**config.mk**
```make
export PLATFORM = sky130hd
export DESIGN_NAME = dual_bus_receive_status_host_port
export DESIGN_NICKNAME = d
export VERILOG_FILES = /design/src/rtl/host_port_pkg.sv /design/src/rtl/dual_bus_receive_status_host_port.sv /design/src/rtl/word_fifo.sv
export VERILOG_INCLUDE_DIRS = /design/src /design/src/rtl
export SDC_FILE = /design/constraint.sdc
export NUM_CORES = 1
export LEC_CHECK = 0
export BUFFER_PORTS_ARGS = -buffer_cell sky130_fd_sc_hd__clkbuf_2
export CELL_PAD_IN_SITES_DETAIL_PLACEMENT = 1
export CELL_PAD_IN_SITES_GLOBAL_PLACEMENT = 2
export CORE_ASPECT_RATIO = 1.5
export CORE_MARGIN = 2
export CORE_UTILIZATION = 46
export DETAILED_ROUTE_END_ITERATION = 16
export PLACE_DENSITY = 0.85
export SYNTH_ARGS = -nofsm -noshare
export SYNTH_HDL_FRONTEND = slang
export SYNTH_HIERARCHICAL = 1
export SYNTH_SLANG_ARGS = --single-unit
```
**constraint.sdc**
```tcl
create_clock -name core_clk -period 3.6 [get_ports core_clk]
set_input_delay 0 -clock core_clk [delete_from_list [all_inputs] [get_ports core_clk]]
set_output_delay 0 -clock core_clk [all_outputs]
set_load 0.01 [all_outputs]
```
**src/rtl/host_port_regs.svh**
```systemverilog
// field positions, reset values and timing counts of the host port
`ifndef HOST_PORT_REGS_SVH
`define HOST_PORT_REGS_SVH

// ****************************************************************
// status and mode word field positions
// ****************************************************************
`define SAM_TX_OFF_A_BIT    0
`define SAM_TX_OFF_B_BIT    1
`define SAM_LISTEN_A_BIT    2
`define SAM_LISTEN_B_BIT    3
`define SAM_TX_PREFIX_BIT   4
`define SAM_CHOICE_BIT      5
`define SAM_RCV_A_BIT       7
`define SAM_PREFIX_A_BIT    8
`define SAM_IDLE_A_BIT      9
`define SAM_FAULT_A_BIT     10
`define SAM_RCV_B_BIT       11
`define SAM_PREFIX_B_BIT    12
`define SAM_IDLE_B_BIT      13
`define SAM_FAULT_B_BIT     14
`define SAM_WINDOW_BIT      15

// ****************************************************************
// write mask and reset values
// ****************************************************************
`define SAM_WRITE_MASK      16'h003F
`define SAM_CTRL_RESET      6'h0C
`define WINDOW_RESET        1'b1

// ****************************************************************
// timing (core clock 10 MHz)
// ****************************************************************
`define CORE_CLK_HZ         10000000
`define WIN_OPEN_NS         3500
`define WIN_CLOSE_NS        18500
`define WIN_OPEN_CYC        ((`WIN_OPEN_NS * (`CORE_CLK_HZ / 1000000)) / 1000)
`define WIN_CLOSE_CYC       ((`WIN_CLOSE_NS * (`CORE_CLK_HZ / 1000000)) / 1000)
`define WORD_CYC            200
`define FIFO_DEPTH          16

`endif

```
**src/rtl/host_port_pkg.sv**
```systemverilog
// types shared by the dual bus host port
package host_port_pkg;

  // one decoded word handed up by a bus receiver
  typedef struct packed {
    logic        prefix;      // 1 = command prefix, 0 = data prefix
    logic [15:0] data;
  } rx_word_t;

  // receiver activity seen on one bus
  typedef struct packed {
    logic     word_start;     // start of an incoming word detected
    logic     word_done;      // word decoded correctly, pulse
    logic     fault;          // wrongly encoded word, pulse
    logic     busy;           // traffic present
    rx_word_t word;
  } rx_event_t;

  // word queued for the encoder
  typedef struct packed {
    logic        bus;
    logic        prefix;
    logic [15:0] data;
  } tx_word_t;

  // host access decode
  typedef enum logic [1:0] {
    SEL_BUS_A  = 2'b00,
    SEL_BUS_B  = 2'b01,
    SEL_STATUS = 2'b11
  } reg_sel_t;

  // transmit sequencer, gray coded along idle -> sending -> window
  typedef enum logic [1:0] {
    TX_IDLE   = 2'b00,
    TX_SEND   = 2'b01,
    TX_WINDOW = 2'b11,
    TX_TAIL   = 2'b10
  } tx_state_t;

endpackage

```
**src/rtl/dual_bus_receive_status_host_port.sv**
```systemverilog
// host register port, receive status flags and transmit window of the dual bus transceiver
//
// Operation
// status bit 11 is the bus B word received flag, like bus A
// status bit 12 holds sync type of last bus B word
// status bit 13 shows bus B idle, like bus A
// status bit 14 flags a wrongly encoded word on bus B
// status bit 15 rises about 3.5 us after a word starts sending
// transmit window bit falls about 18.5 us after word start
// word written while window is high follows back to back
// select high picks status word; low picks bus A or B word
// host reads a word by strobing low with direction high, select low
// sync pin shows command or data prefix during a received word read
// bits 8 and 12 keep last prefix until next word on that bus
// bits 2 and 3 enable each receiver; disabled bus is ignored
// receivers also decode the device's own transmitted words
// word received flag sets on new word, clears on read or next start
// bus choice is mode bit OR external pin; 0 is A, 1 is B
// idle reads 1 without bus activity, 0 with traffic
// coding fault goes high on wrongly encoded word
// strobes and flags handled in one clock for consistent snapshots
`timescale 1ns/1ps
`include "host_port_regs.svh"
module dual_bus_receive_status_host_port (
  // clock and reset
  input  wire logic                      core_clk,
  input  wire logic                      rstn,

  // host parallel port
  input  wire logic                      access_pulse_n,
  input  wire logic                      read_not_write,
  input  wire logic                      reg_select,
  input  wire logic                      bus_choice_pin,
  input  wire logic [15:0]               host_data_in,
  output logic      [15:0]               host_data_out,
  output logic                           host_data_oe,
  input  wire logic                      sync_in,
  output logic                           sync_out,
  output logic                           sync_oe,

  // word received pins
  output logic                           bus_a_word_received,
  output logic                           bus_b_word_received,

  // decoder activity from the two receivers
  input  wire host_port_pkg::rx_event_t  bus_a_rx,
  input  wire host_port_pkg::rx_event_t  bus_b_rx,

  // encoder side
  output logic                           tx_valid,
  output host_port_pkg::tx_word_t        tx_word,
  output logic                           tx_start,
  output logic                           tx_off_a,
  output logic                           tx_off_b,
  output logic                           tx_busy,
  output logic                           tx_full
);

  // ****************************************************************
  // reset release
  // ****************************************************************
  logic rst_meta_r;
  logic rst_n;

  // two flops so release is clean against core_clk
  always_ff @(posedge core_clk or negedge rstn) begin
    if (!rstn) begin
      rst_meta_r <= 1'b0;
      rst_n      <= 1'b0;
    end else begin
      rst_meta_r <= 1'b1;
      rst_n      <= rst_meta_r;
    end
  end

  // ****************************************************************
  // host strobe capture
  // ****************************************************************
  logic strobe_d_r;
  logic strobe_fall;
  logic strobe_active;

  // inputs are synchronous, so a single delay gives the edge
  always_ff @(posedge core_clk or negedge rst_n) begin
    if (!rst_n)
      strobe_d_r <= 1'b1;
    else
      strobe_d_r <= access_pulse_n;
  end

  assign strobe_fall   = strobe_d_r & ~access_pulse_n;
  assign strobe_active = ~access_pulse_n;

  // ****************************************************************
  // control bits of the status and mode word
  // ****************************************************************
  logic [5:0]  ctrl_r;
  logic        bus_choice;
  logic        bus_a_listen_enable;
  logic        bus_b_listen_enable;
  host_port_pkg::reg_sel_t sel;
  logic        rd_word_a;
  logic        rd_word_b;
  logic        wr_status;
  logic        wr_tx;

  assign bus_a_listen_enable = ctrl_r[`SAM_LISTEN_A_BIT];
  assign bus_b_listen_enable = ctrl_r[`SAM_LISTEN_B_BIT];
  assign tx_off_a            = ctrl_r[`SAM_TX_OFF_A_BIT];
  assign tx_off_b            = ctrl_r[`SAM_TX_OFF_B_BIT];

  // register decode
  assign bus_choice = ctrl_r[`SAM_CHOICE_BIT] | bus_choice_pin;
  assign sel        = reg_select ? host_port_pkg::SEL_STATUS :
                      (bus_choice ? host_port_pkg::SEL_BUS_B : host_port_pkg::SEL_BUS_A);
  assign rd_word_a  = strobe_fall & read_not_write & (sel == host_port_pkg::SEL_BUS_A);
  assign rd_word_b  = strobe_fall & read_not_write & (sel == host_port_pkg::SEL_BUS_B);
  assign wr_status  = strobe_fall & ~read_not_write & (sel == host_port_pkg::SEL_STATUS);
  assign wr_tx      = strobe_fall & ~read_not_write & ~reg_select;

  // writable mode bits only
  always_ff @(posedge core_clk or negedge rst_n) begin
    if (!rst_n)
      ctrl_r <= `SAM_CTRL_RESET;
    else if (wr_status)
      ctrl_r <= host_data_in[5:0];
  end

  // ****************************************************************
  // per bus receive state
  // ****************************************************************
  logic [1:0]  rcv_r;
  logic [1:0]  prefix_r;
  logic [1:0]  idle_r;
  logic [1:0]  fault_r;
  logic [15:0] word_r [2];
  logic [1:0]  listen;
  logic [1:0]  rd_word;
  host_port_pkg::rx_event_t rx_ev [2];

  // loopback of own transmissions reaches these inputs too, so the
  // receivers see the device's own words like any other traffic
  assign rx_ev[0] = bus_a_rx;
  assign rx_ev[1] = bus_b_rx;
  assign listen   = {bus_b_listen_enable, bus_a_listen_enable};
  assign rd_word  = {rd_word_b, rd_word_a};

  generate
    for (genvar b = 0; b < 2; b++) begin : g_bus
      logic en_done;
      logic en_start;
      logic en_fault;
      assign en_done  = listen[b] & rx_ev[b].word_done;
      assign en_start = listen[b] & rx_ev[b].word_start;
      assign en_fault = listen[b] & rx_ev[b].fault;

      // word received flag: arrival wins over a clear in the same cycle
      always_ff @(posedge core_clk or negedge rst_n) begin
        if (!rst_n)
          rcv_r[b] <= 1'b0;
        else if (en_done)
          rcv_r[b] <= 1'b1;
        else if (rd_word[b] | en_start)
          rcv_r[b] <= 1'b0;
      end

      // word and prefix kept until the next word lands
      always_ff @(posedge core_clk or negedge rst_n) begin
        if (!rst_n) begin
          prefix_r[b] <= 1'b0;
          word_r[b]   <= 16'h0000;
        end else if (en_done) begin
          prefix_r[b] <= rx_ev[b].word.prefix;
          word_r[b]   <= rx_ev[b].word.data;
        end
      end

      // idle and coding fault; disabled bus counts as idle
      always_ff @(posedge core_clk or negedge rst_n) begin
        if (!rst_n) begin
          idle_r[b]  <= 1'b0;
          fault_r[b] <= 1'b0;
        end else begin
          idle_r[b] <= ~(listen[b] & rx_ev[b].busy);
          if (en_fault)
            fault_r[b] <= 1'b1;
          else if (en_done)
            fault_r[b] <= 1'b0;
        end
      end
    end
  endgenerate

  assign bus_a_word_received = rcv_r[0];
  assign bus_b_word_received = rcv_r[1];

  // ****************************************************************
  // transmit queue and window timing
  // ****************************************************************
  localparam logic [7:0] OPEN_CYC  = 8'(`WIN_OPEN_CYC);
  localparam logic [7:0] CLOSE_CYC = 8'(`WIN_CLOSE_CYC);
  localparam logic [7:0] WORD_CYC  = 8'(`WORD_CYC);

  host_port_pkg::tx_state_t st_r;
  host_port_pkg::tx_state_t st_nxt;
  host_port_pkg::tx_word_t  tx_in;
  logic [7:0]  cnt_r;
  logic        window_r;
  logic        fifo_ready;
  logic        fifo_valid;
  logic        take;
  logic        word_end;

  assign tx_in    = '{bus: bus_choice, prefix: ctrl_r[`SAM_TX_PREFIX_BIT] | sync_in,
                      data: host_data_in};
  assign tx_full  = ~fifo_ready;
  assign word_end = (cnt_r == WORD_CYC - 8'h01);
  // next word starts at idle or right at the end of the current one
  assign take     = fifo_valid & ((st_r == host_port_pkg::TX_IDLE) | word_end);
  assign tx_start = take;
  assign tx_valid = take;
  assign tx_busy  = (st_r != host_port_pkg::TX_IDLE);

  // a full queue drops the write; the host should poll the window bit
  word_fifo #(
    .WIDTH ($bits(host_port_pkg::tx_word_t)),
    .DEPTH (`FIFO_DEPTH)
  ) u_tx_fifo (
    .core_clk  (core_clk),
    .rst_n     (rst_n),
    .in_valid  (wr_tx),
    .in_ready  (fifo_ready),
    .in_data   (tx_in),
    .out_valid (fifo_valid),
    .out_ready (take),
    .out_data  (tx_word)
  );

  // sequencer next state
  always_comb begin
    st_nxt = st_r;
    case (st_r)
      host_port_pkg::TX_IDLE: begin
        if (take)
          st_nxt = host_port_pkg::TX_SEND;
      end
      host_port_pkg::TX_SEND: begin
        if (cnt_r == OPEN_CYC - 8'h01)
          st_nxt = host_port_pkg::TX_WINDOW;
      end
      host_port_pkg::TX_WINDOW: begin
        if (cnt_r == CLOSE_CYC - 8'h01)
          st_nxt = host_port_pkg::TX_TAIL;
      end
      host_port_pkg::TX_TAIL: begin
        if (word_end)
          st_nxt = take ? host_port_pkg::TX_SEND : host_port_pkg::TX_IDLE;
      end
      default:                  st_nxt = host_port_pkg::TX_IDLE;
    endcase
  end

  // cycle count from word start
  always_ff @(posedge core_clk or negedge rst_n) begin
    if (!rst_n) begin
      st_r  <= host_port_pkg::TX_IDLE;
      cnt_r <= 8'h00;
    end else begin
      st_r  <= st_nxt;
      cnt_r <= (take | (st_r == host_port_pkg::TX_IDLE)) ? 8'h00 : cnt_r + 8'h01;
    end
  end

  // window: high at idle, falls at 18.5 us, rises at 3.5 us into a word
  always_ff @(posedge core_clk or negedge rst_n) begin
    if (!rst_n)
      window_r <= `WINDOW_RESET;
    else if (take)
      window_r <= 1'b0;
    else if (st_r == host_port_pkg::TX_SEND && cnt_r == OPEN_CYC - 8'h01)
      window_r <= 1'b1;
    else if (st_r == host_port_pkg::TX_WINDOW && cnt_r == CLOSE_CYC - 8'h01)
      window_r <= 1'b0;
    else if (st_r == host_port_pkg::TX_IDLE)
      window_r <= 1'b1;
  end

  // ****************************************************************
  // read data
  // ****************************************************************
  logic [15:0] status_word;
  logic [15:0] rd_mux;

  // whole status image built from one clock's flags
  assign status_word = {window_r, fault_r[1], idle_r[1], prefix_r[1], rcv_r[1],
                        fault_r[0], idle_r[0], prefix_r[0], rcv_r[0], 1'b0, ctrl_r};
  assign rd_mux      = (sel == host_port_pkg::SEL_STATUS) ? status_word :
                       (sel == host_port_pkg::SEL_BUS_B) ? word_r[1] : word_r[0];

  // data and sync are captured at the strobe edge and held while it is low
  always_ff @(posedge core_clk or negedge rst_n) begin
    if (!rst_n) begin
      host_data_out <= 16'h0000;
      sync_out      <= 1'b0;
    end else if (strobe_fall) begin
      host_data_out <= rd_mux;
      sync_out      <= (sel == host_port_pkg::SEL_BUS_B) ? prefix_r[1] : prefix_r[0];
    end
  end

  assign host_data_oe = strobe_active & read_not_write & ~strobe_d_r ? 1'b1 : 1'b0;
  assign sync_oe      = host_data_oe & ~reg_select;

endmodule

```
**src/rtl/word_fifo.sv**
```systemverilog
// small synchronous fifo with valid and ready on both sides
`timescale 1ns/1ps
module word_fifo #(
  parameter int WIDTH = 18,
  parameter int DEPTH = 16
) (
  // clock and reset
  input  wire logic             core_clk,
  input  wire logic             rst_n,
  // fill side
  input  wire logic             in_valid,
  output logic                  in_ready,
  input  wire logic [WIDTH-1:0] in_data,
  // drain side
  output logic                  out_valid,
  input  wire logic             out_ready,
  output logic      [WIDTH-1:0] out_data
);
  localparam int AW = $clog2(DEPTH);

  logic [WIDTH-1:0] mem_r [DEPTH];
  logic [AW:0]      wr_ptr_r;
  logic [AW:0]      rd_ptr_r;
  logic [AW:0]      rd_ptr_nxt;
  logic             push;
  logic             pop;
  logic             empty;

  // full when pointers differ only in the wrap bit
  assign empty      = (wr_ptr_r == rd_ptr_r);
  assign in_ready   = ~((wr_ptr_r[AW] != rd_ptr_r[AW]) && (wr_ptr_r[AW-1:0] == rd_ptr_r[AW-1:0]));
  assign push       = in_valid & in_ready;
  assign pop        = out_valid & out_ready;
  assign rd_ptr_nxt = rd_ptr_r + (AW+1)'(1);

  // pointers
  always_ff @(posedge core_clk or negedge rst_n) begin
    if (!rst_n) begin
      wr_ptr_r  <= '0;
      rd_ptr_r  <= '0;
      out_valid <= 1'b0;
    end else begin
      if (push)
        wr_ptr_r <= wr_ptr_r + (AW+1)'(1);
      if (pop)
        rd_ptr_r <= rd_ptr_nxt;
      out_valid <= pop ? (rd_ptr_nxt != wr_ptr_r) || push : ~empty;
    end
  end

  // storage and registered read data; a push into the next head bypasses memory
  always_ff @(posedge core_clk) begin
    if (push)
      mem_r[wr_ptr_r[AW-1:0]] <= in_data;
    out_data <= (pop && push && rd_ptr_nxt == wr_ptr_r) ? in_data :
                pop ? mem_r[rd_ptr_nxt[AW-1:0]] : mem_r[rd_ptr_r[AW-1:0]];
  end

endmodule

```
# Word-level counts from Yosys, hierarchy flattened
# Memory sizes are Yosys's and may differ from the RTL's.
# Index checks and enable logic that the tools add are counted.
# totals
reg_bits	106
mem_bits_rw	288
input_bits	65
out_inout_bits	45
memories	1
# classes
add_sub_neg	3
n_eq_ne	17
mux	30
n_bitwise	35
reduce_logical	15
# memory_table
memory	depth	word_bits	rd	rd_clocked_by_memory_dff	wr	line_no	source
u_tx_fifo.mem_r	16	18	2	0	1	word_fifo.sv:21	logic [WIDTH-1:0] mem_r [DEPTH];
# op_table
op	n
two-way mux 18 bit	2
two-way mux 16 bit	2
AND 1 bit	21
two-way mux 1 bit	19
== test 8 bit, second input constant	2
adder 5 x 1 -> 5 bit, second input constant	2
== test 5 bit	2
two-way mux 2 bit	5
nonzero test 2 bit	5
adder 8 x 1 -> 8 bit, second input constant	1
== test 8 x 6 -> 1 bit, second input constant	1
two-way mux 8 bit	1
inverter 1 bit	8
case mux 2 bit (4 select lines)	1
== test 2 bit, second input constant	3
!= test 2 bit, second input constant	3
OR 1 bit	6
logical AND 1 bit	5
!= test 5 bit	1
== test 2 x 1 -> 1 bit, second input constant	2
== test 4 bit	1
zero test 2 bit	2
AND reduction 4 bit	1
nonzero test 4 bit	1
3 further kinds	3

# Longest topological paths before layout
# Gate-level depths: netlist (run 1).
# depth
ltp_word	8
mapped_depth	10
ltp_nobuf	8

# Hierarchy
# Netlist (run 1), hierarchy kept.
# modules_own_cells
module	instances	cells_each	area_each_um2
word_fifo	1	821	14871.8
dual_bus_receive_status_host_port	1	289	3467.1

# Worst setup path after synthesis (run 1)
# No wires, ideal clock.
# synth_timing
kind	register to register
from	register strobe_d_r
to	memory u_tx_fifo.mem_r[3][0] (enable)
setup_ps	416
arrival_ps	2913
setup_slack_ps	272
stages_incl_launch_ff	8
synth_period_minus_slack_ps	3328
path_cell_list	dfstp_2 -> nand2b_1 -> buf_2 -> buf_1 -> nor3_1 -> a21boi_2 -> nand2_1 -> nor3_1
# synth_via
elab_chain_len	6
# synth_lines
item	line_no	source
start, declared	dual_bus_receive_status_host_port.sv:79	logic strobe_d_r;
start signal, assigned	dual_bus_receive_status_host_port.sv:88	strobe_d_r <= access_pulse_n;
AND 1 bit	dual_bus_receive_status_host_port.sv:91	assign strobe_fall = strobe_d_r & ~access_pulse_n;
AND 1 bit (2 in a row)	dual_bus_receive_status_host_port.sv:119	assign wr_tx = strobe_fall & ~read_not_write & ~reg_select;
net wr_tx	dual_bus_receive_status_host_port.sv:105	logic wr_tx;
AND 1 bit	word_fifo.sv:32	assign push = in_valid & in_ready;
two-way mux 1 bit	word_fifo.sv:53	if (push)
two-way mux 1 bit (implied by the code)	word_fifo.sv:54	mem_r[wr_ptr_r[AW-1:0]] <= in_data;
end, declared	word_fifo.sv:21	
# The timed path passes the listed nets, and every way through them passes these cells.

# Final worst setup path (run 1)
# layout_timing
from	register cnt_r[3]
to	register u_tx_fifo.out_data[0]
# layout_via
elab_chain_len	7
# layout_lines
item	line_no	source
start, declared	dual_bus_receive_status_host_port.sv:207	logic [7:0] cnt_r;
start signal, assigned	dual_bus_receive_status_host_port.sv:270	cnt_r <= (take | (st_r == host_port_pkg::TX_IDLE)) ? 8'h00 : cnt_r + 8'h01;
== test 8 bit *	dual_bus_receive_status_host_port.sv:217	assign word_end = (cnt_r == WORD_CYC - 8'h01);
OR 1 bit *	dual_bus_receive_status_host_port.sv:219	assign take = fifo_valid & ((st_r == host_port_pkg::TX_IDLE) | word_end);
AND 1 bit *	dual_bus_receive_status_host_port.sv:219	
AND 1 bit *	word_fifo.sv:33	assign pop = out_valid & out_ready;
logical AND 1 bit (2 in a row)	word_fifo.sv:55	out_data <= (pop && push && rd_ptr_nxt == wr_ptr_r) ? in_data :
two-way mux 18 bit *	word_fifo.sv:55	
end signal, assigned	word_fifo.sv:55	
end, declared	word_fifo.sv:17	output logic [WIDTH-1:0] out_data
# Every way passes the cells marked *; elsewhere a longest branch is shown, timed or not.
# A chain may end at the register's enable or synchronous reset.

==> results.ini, run 1 <==
[placed_design]
place_hpwl_um = 32000
gp_congestion = 0.811
place_inst = 1688
numPortBuffers = 109
preCtsSetupSlack_ps = 541

[clock_network]
clk_root_buffer_cell = clkbuf_16
cts_buffers = 38
cts_setup_buffers = 0
cts_tree = yes
htreeDepth = 2
clock_sinks = 394
clk_pin_slew_ps = 70
cts_buffer_depth = 3
clock_latency_ps = 560

[setup_path]
crit_type = reg2reg
critPathLaunchType = flip-flop
cp_data_required_time_ps = 4080
r2r_cells = 6
cp_max_fo = 17
critPathCaptureType = flip-flop
cp.arrival_ps = 3590
rr_startpoint = cnt_r[3]
cp-endpoint = u_tx_fifo/out_data[0]
rr_endpoint = u_tx_fifo/out_data[0]
startpoint = cnt_r[3]
r2r_slack_ps = 490

[logic_synthesis]
synth.distinct_cells = 66
synth_async_sr_flop_share = 0.223
syn_inst = 1110
synth_area_per_cell_um2 = 16.5
syn_nets = 1183
synth_compound_area_frac = 0.0738
synth-main-ff-cell = edfxtp_1
synth_top_family_by_area = multiplexers
synth-edff-count = 288
yosys_warnings = 6
synth_seq_cells = 394
synth_xor_area_frac = 0.0114
synthesis.area_um2 = 18300
synth_mux_area_frac = 0.224
yosysSeqAreaShare = 0.612
yosys.area_share.simple = 0.0467
synth_fa_ha_area_frac = 0.00546

[timing]
tightest_slew_ps = 1070
finalSetupViolCount = 0
finClkSkew_ps = 30.3
setup_ws_ps = 487
whs_ps = 43.4
min_period_ps = 3110
slew_headroom = 0.286
setup-tns-final_ps = 0
drv_slew = 0
fin_crit_sh = 0.865
max_clock_freq_mhz = 321
final-hold-violation-count = 0
rsz0062_at_grt = no

[die]
dieArea_um2 = 41500
die_x_um = 167
fp-row-count = 89
start_util = 0.467
coreArea_um2 = 39300
ioPinCount = 110
die_h_um = 249

[power]
pwr_density_cell_nw_per_um2 = 479
peakVddDrop_v = 0.000380
leakagePower_nw = 7.26
power.total_mw = 10.2

[global_route]
antenna_found_initial = 1
overflow = 0
grt_pass1_wl_um = 75000
grt_max_degree = 78
grt_pass1_vias = 12100
grt_usage = 0.240

[routing]
via_per_inst = 6.16
post_drt_wl_per_cell_um = 27.2
drtIter0Drc = 600
ant_nets = 0
drc = 0
drt_first_pass_iters = 7
totalWireLength_um = 49500
vias = 11200

[cells_and_area]
fin_cells = 1820
drive_above_1_share = 0.363
nets = 1364
area_delta_synth_final_pct = 16.5
diodes = 0
n_fill_cell = 3695

[flow_run]
maxCapViolations = 0

[run_status]
status = complete, no violations

[min_path]
hold_class = in2reg

## sequential cells by signal, indices dropped and copies added, names as in the netlist, 2 cells and up
register,count
cnt_r,8
ctrl_r,6
fault_r,2
host_data_out,16
idle_r,2
prefix_r,2
st_r,2
u_tx_fifo/mem_r,288
u_tx_fifo/out_data,18
u_tx_fifo/rd_ptr_r,5
u_tx_fifo/wr_ptr_r,5
word_r,32
## what timing repair did
item | 4_1_cts | 5_1_grt
endpoints found under the hold margin | 336 | 0
hold buffers | 63 | 0
gates resized for setup | 0 | 0
## power breakdown
| part | internal (mW) | total (mW) | switching [mW] |
|---|---|---|---|
| combinational | 0.458 | 0.969 | 0.510 |
| clock | 2.12 | 3.83 | 1.71 |
| sequential | 5.17 | 5.43 | 0.261 |
## cell usage in the layout, fill, tap and decap left out, types with 24 or more instances in the layout
cell             n
clkbuf_2       109
dfrtp_1         81
a211oi_1        33
buf_4           41
clkbuf_16       39
mux2_2         110
o22ai_1         35
mux4_2         110
nor2_1          24
a2bb2oi_1       35
dlygate4sd3_1   63
mux2i_1         37
edfxtp_1       288
nand2_1         42
## final cells by class
cell class	count	area (um2)	area share
clock buffer	54	1050	0.0490
clock inverter	15	128	0.00598
inverter	10	37.5	0.00176
multi-input combinational	628	6690	0.313
sequential	394	11200	0.526
tap	500	626	0.0293
timing repair buffer	219	1600	0.0751
## cell usage after synthesis (all sizes together), types with 2 or more instances
| cell | number | share of area |
|---|---|---|
| dfrtp | 84 | 0.11 |
| or3b | 2 | 0.0011 |
| a211oi | 33 | 0.014 |
| xnor2 | 11 | 0.0053 |
| or3 | 3 | 0.0010 |
| mux4 | 110 | 0.14 |
| inv | 10 | 0.0020 |
| dfstp | 4 | 0.0057 |
| nand2 | 45 | 0.0099 |
| buf | 62 | 0.022 |
| nand3 | 7 | 0.0019 |
| edfxtp | 288 | 0.47 |
| o21ai | 11 | 0.0038 |
| ha | 8 | 0.0055 |
| dfxtp | 18 | 0.020 |
| nor4 | 3 | 0.0014 |
| o31ai | 16 | 0.0073 |
| o22ai | 35 | 0.012 |
| clkbuf | 16 | 0.0035 |
| o21a | 14 | 0.0057 |
| mux2 | 111 | 0.068 |
| nand2b | 8 | 0.0031 |
| a22o | 20 | 0.0096 |
| nor2b | 16 | 0.0055 |
| a2bb2oi | 35 | 0.017 |
| xor2 | 9 | 0.0061 |
| nor3 | 24 | 0.0066 |
| a21oi | 6 | 0.0016 |
| nor3b | 3 | 0.0018 |
| or2 | 3 | 0.0010 |
| mux2i | 37 | 0.020 |
| nor2 | 38 | 0.0083 |
| nand4 | 7 | 0.0024 |
## per-layer routing
metal  wire length (um)  share of wire  global-route usage
met5                 13        0.00026                   0
met3               3040          0.061              0.0422
met2              26300           0.53               0.428
met1              17800           0.36               0.280
met4               2340          0.047               0.111
## worst min-delay path by stage
stage,from,slack (ps),to,cells past startpoint
6_report,bus_b_rx[19],40,bus_b_word_received,3
5_1_grt,bus_b_rx[19],80,bus_b_word_received,3
4_1_cts,bus_b_rx[19],20,bus_b_word_received,3
3_5_place_dp,rstn,-210,rst_meta_r,1
3_3_place_gp,rstn,-210,rst_meta_r,1
2_1_floorplan,rstn,-300,rst_meta_r,0
## metrics by stage
stage,util,cell area (um2)
6_report,0.543,21400
2_1_floorplan,-,18300
3_3_place_gp,0.497,19600
4_1_cts,0.543,21400
5_1_grt,0.543,21400
3_5_place_dp,0.497,19600
## worst max-delay path, stage by stage, from the launching register on
cell	delay (ps)
dfrtp_1	440
or4b_4	610
o21ai_0	430
and2_1	500
nand2_1	580
a2bb2oi_1	310
a2bb2oi_1	180
## cells by family (layout without fill, tap and decap cells)
family | count (synthesis) | after routing
fa+ha+maj | 8 | 8
xor+xnor | 20 | 20
buf+inv | 88 | 298
flops | 394 | 394
mux | 258 | 258
other cells | 1 | 1
compound gates | 177 | 177
simple gates | 164 | 164
(Power assumes the default switching activity.)
==> run 2: changes to the inputs <==
--- a/config.mk
+++ b/config.mk
@@ -6,7 +6,7 @@
 export SDC_FILE = /design/constraint.sdc
 export NUM_CORES = 1
 export LEC_CHECK = 0
-export BUFFER_PORTS_ARGS = -buffer_cell sky130_fd_sc_hd__clkbuf_2
+export BUFFER_PORTS_ARGS = -buffer_cell sky130_fd_sc_hd__buf_2
 export CELL_PAD_IN_SITES_DETAIL_PLACEMENT = 1
 export CELL_PAD_IN_SITES_GLOBAL_PLACEMENT = 2
 export CORE_ASPECT_RATIO = 1.5
==> results.ini, run 2 (same netlist as run 1, synthesis figures left out) <==
[run_status]
status = complete, no violations

[cells_and_area]
largest_reg_flops = 288
final_cell_mix = edfxtp_1, mux2_2, mux4_2
area_delta_synth_final_pct = 16.5
fin_cells = 1819
drive_above_1_share = 0.362
nets = 1361
layout_commonest_cell = edfxtp_1

[power]
power.total_mw = 10.4
leakagePower_nw = 7.26
pwr_density_cell_nw_per_um2 = 489
peakVddDrop_v = 0.000404

[die]
fp-row-count = 89
die_h_um = 249
start_util = 0.467
dieArea_um2 = 41500
coreArea_um2 = 39300
ioPinCount = 110
die_x_um = 167

[timing]
finClkSkew_ps = 26.0
setup-tns-final_ps = 0
fin_crit_sh = 0.876
min_period_ps = 3150
slew_headroom = 0.273
finalSetupViolCount = 0
tightest_slew_ps = 1090
final-hold-violation-count = 0
max_clock_freq_mhz = 317
drv_slew = 0
rsz0062_at_grt = no

[placed_design]
numPortBuffers = 109
place_inst = 1685
gp_congestion = 0.774
place_hpwl_um = 31600

[clock_network]
clock_sinks = 394
clk_pin_slew_ps = 70
cts_buffers = 38
cts_buffer_depth = 3
cts.repair.resized = 0
htreeDepth = 2
clk_root_buffer_cell = clkbuf_16
cts_tree = yes
clock_latency_ps = 560

[routing]
drtIter0Drc = 628
drc = 0
dr_wl_met2_um = 27300
via_per_inst = 6.13
totalWireLength_um = 50300
m1WireLength_um = 18800
top_layer_used = met4
drt_first_pass_iters = 5
ant_nets = 0
wl_met3_um = 2450
post_drt_wl_per_cell_um = 27.7
vias = 11200

[global_route]
grt_max_degree = 144
grt_pass1_wl_um = 76600
grt_usage = 0.244
grt_pass1_vias = 12400
overflow = 0
antenna_found_initial = 0

[setup_path]
cp_max_fo = 17
cp.arrival_ps = 3620
critPathLaunchType = flip-flop
critPathCaptureType = flip-flop
cp_data_required_time_ps = 4070
crit_type = reg2reg

[flow_run]
maxCapViolations = 0

[min_path]
hold_class = in2reg

[run 2: cell types whose count changed in the layout (fill, tap and decap cells not counted), sizes merged]
cell / delta
clkinv: +6
clkbuf: -113
diode: +1
clkinvlp: -2
buf: +106
inv: -2
bufinv: +3
[run 2: area by class of cell]
cell class / count / area, um2
fillers: 3657 / 17900
flip-flops and latches: 394 / 11200
multi-input cells: 628 / 6690
repair buffers: 216 / 1540
clock buffers: 50 / 1020
well taps: 500 / 626
clock inverters: 20 / 224
inverters: 10 / 37.5
diodes: 1 / 2.50
[run 2: worst max-delay path, cell delays in order, from the launching register on]
cell and delay (ps):
dfrtp_1 450, or4b_4 610, o21ai_0 420, and2_1 500, nand2_1 620, a2bb2oi_1 320, a2bb2oi_1 160
[run 2: metrics by stage]
stage | hold WS [ps] | setup WS [ps] | area (um2) | util
2_1_floorplan | -296 | 272 | 18300 | -
3_3_place_gp | -214 | 627 | 19500 | 0.496
3_5_place_dp | -212 | 455 | 19500 | 0.496
4_1_cts | 24.0 | 431 | 21400 | 0.544
5_1_grt | 55.9 | 298 | 21400 | 0.544
6_report | 23.4 | 445 | 21400 | 0.544
[run 2: path summary, 6_finish.rpt]
check                           slack [ps]  depth (start not counted)         start                     to
worst max-delay path                   450                          6      cnt_r[3]  u_tx_fifo/out_data[5]
min in group asynchronous              290                          3          rstn                  rst_n
worst min register to register         360                          0    rst_meta_r                  rst_n
worst min-delay path                    20                          3  bus_b_rx[19]    bus_b_word_received
worst max register to register         450                          6      cnt_r[3]  u_tx_fifo/out_data[5]
max in group asynchronous             2310                          1         rst_n      host_data_out[12]
[run 2: layer usage]
layer / track usage / up-vias
met5: 0 / -
met1: 0.283 / 5880
met4: 0.0921 / 0
li1: - / 4824
met3: 0.0388 / 101
met2: 0.452 / 348
[run 2: where the power goes]
group          switching [mW]  internal [mW]  leakage [nW]
Clock                    1.75           2.30         0.606
Sequential              0.261           5.17          3.78
Combinational           0.502          0.457          2.87
[run 2: repair_timing]
| item | in CTS | in global routing |
|---|---|---|
| hold buffers | 63 | 0 |
| buffers inserted | 0 | 0 |
| endpoints found under the hold margin | 337 | 0 |
==> run 3: changes to the inputs <==
==> constraint.sdc (replaced) <==
create_clock -name core_clk -period 3 [get_ports core_clk]
set_input_delay 0 -clock core_clk [delete_from_list [all_inputs] [get_ports core_clk]]
set_output_delay 0 -clock core_clk [all_outputs]
set_load 0.01 [all_outputs]
==> results.ini, run 3 (same netlist as run 1, synthesis figures left out) <==
[run_status]
status = complete, no violations

[setup_path]
startpoint = cnt_r[0]
rr_startpoint = cnt_r[0]
r2r_cells = 9
cp_max_fo = 11
cp_common_cell = buf_4
crit_family = simple AND/OR/NAND/NOR gates
cp.arrival_ps = 3330
max_stage_delay_ps = 730
cp.depth = 9
crit_path_top_delay_cell = nor2_1
critPathCaptureType = flip-flop
crit_type = reg2reg
cp-endpoint = u_tx_fifo/out_data[15]
cp_data_required_time_ps = 3450
worst-path-buf-inv = 2
critPathLaunchType = flip-flop
r2r_slack_ps = 120
rr_endpoint = u_tx_fifo/out_data[15]
path_cells = ha_1 -> nand4_1 -> o21ai_1 -> and2_1 -> buf_4 -> nor2_1 -> buf_4 -> a211oi_1 -> a2bb2oi_1

[clock_network]
clk_pin_slew_ps = 60
cts_tree = yes
cts_setup_buffers = 0
clk_root_buffer_cell = clkbuf_16
htreeDepth = 2
clock_latency_ps = 540
cts_buffers = 38
cts_buffer_depth = 3
clock_sinks = 394

[min_path]
hold_class = in2reg

[placed_design]
gp_congestion = 0.807
preCtsSetupSlack_ps = 103
place_area_um2 = 19800
numPortBuffers = 109
place_hpwl_um = 33300
place_inst = 1705

[power]
peakVddDrop_v = 0.000493
pwr-share-clk = 0.380
sw_frac_of_total = 0.239
p_seq_frac = 0.518
power.switching_mw = 2.98
pwr-share-comb = 0.102
leakagePower_nw = 7.37
power.total_mw = 12.5
intPower_mw = 9.50
pwr_density_cell_nw_per_um2 = 578

[timing]
fin_crit_sh = 0.961
drv_slew = 0
final-hold-violation-count = 0
slew_headroom = 0.348
setup-tns-final_ps = 0
whs_ps = 39.8
max_clock_freq_mhz = 347
tightest_slew_ps = 975
min_period_ps = 2880
finalSetupViolCount = 0
setup_ws_ps = 117
rsz0062_at_grt = no
finClkSkew_ps = 23.3

[cells_and_area]
nets = 1380
final_area_um2 = 21600
layout_commonest_cell = edfxtp_1
seqCellArea_um2 = 11200
drive_above_1_share = 0.372
final_cell_mix = edfxtp_1, mux2_2, mux4_2
n_fill_cell = 3650
fin_cells = 1834
multi_input_area_um2 = 6720
final_core_util = 0.549
largest_reg_flops = 288
diodes = 0
area_delta_synth_final_pct = 17.7

[routing]
drc = 0
totalWireLength_um = 50900
ant_nets = 0
drtIter0Drc = 755
drt_first_pass_iters = 7
post_drt_wl_per_cell_um = 27.8
vias = 11400
via_per_inst = 6.19

[global_route]
grt_pass1_wl_um = 77900
grt_pass1_vias = 12600
grt_usage = 0.248
antenna_found_initial = 0
overflow = 0
grt_max_degree = 118

[flow_run]
maxCapViolations = 0

[die]
die_h_um = 249
ioPinCount = 110
start_util = 0.467
dieArea_um2 = 41500
coreArea_um2 = 39300
die_x_um = 167
fp-row-count = 89

run 3: cell count changes in the layout (fill, tap and decap cells not counted), sizes merged:
cell	previous run	this run
buf	153	173
bufinv	4	2
clkbuf	50	55
clkinv	15	9
clkinvlp	1	0
diode	1	0
dlygate4sd3	63	62
inv	10	11
run 3: metal layers:
layer  vias to the layer above  track usage  routed length [um]
met2                       417        0.437               26700
met1                      5968        0.305               19200
met3                       116       0.0423                2970
met4                         0       0.0956                2020
li1                       4854            -                   -
met5                         -            0                   0
run 3: repair_timing:
action	in CTS	in global routing
hold endpoints to repair	321	0
resized for setup	0	2
hold buffers	62	0
setup endpoints to repair	0	18
run 3: area by class of cell:
type / count / area share
Tap cell: 500 / 0.0290
Multi-Input combinational cell: 628 / 0.311
Clock buffer: 55 / 0.0509
Inverter: 10 / 0.00174
Clock inverter: 12 / 0.00510
Sequential cell: 394 / 0.520
Timing Repair Buffer: 235 / 0.0822
run 3: worst min path at each step:
| stage | from | end | slack, ps | cells past startpoint |
|---|---|---|---|---|
| finish | sync_in | u_tx_fifo/mem_r[6][16] | 40 | 2 |
| detailed placement | rstn | rst_meta_r | -210 | 1 |
| global placement | rstn | rst_meta_r | -210 | 1 |
| CTS | sync_in | u_tx_fifo/mem_r[6][16] | 30 | 2 |
| floorplan | rstn | rst_meta_r | -300 | 0 |
| global route | sync_in | u_tx_fifo/mem_r[6][16] | 80 | 2 |
run 3: power by group through the flow:
| stage | Clock [mW] | Sequential (mW) | Combinational [mW] |
|---|---|---|---|
| floorplan | 0 | 6.52 | 0.729 |
| global route | 5.02 | 6.50 | 1.39 |
| CTS | 4.83 | 6.46 | 1.28 |
| detailed placement | 0 | 6.57 | 1.20 |
| finish | 4.75 | 6.46 | 1.27 |
| global placement | 0 | 6.55 | 1.16 |
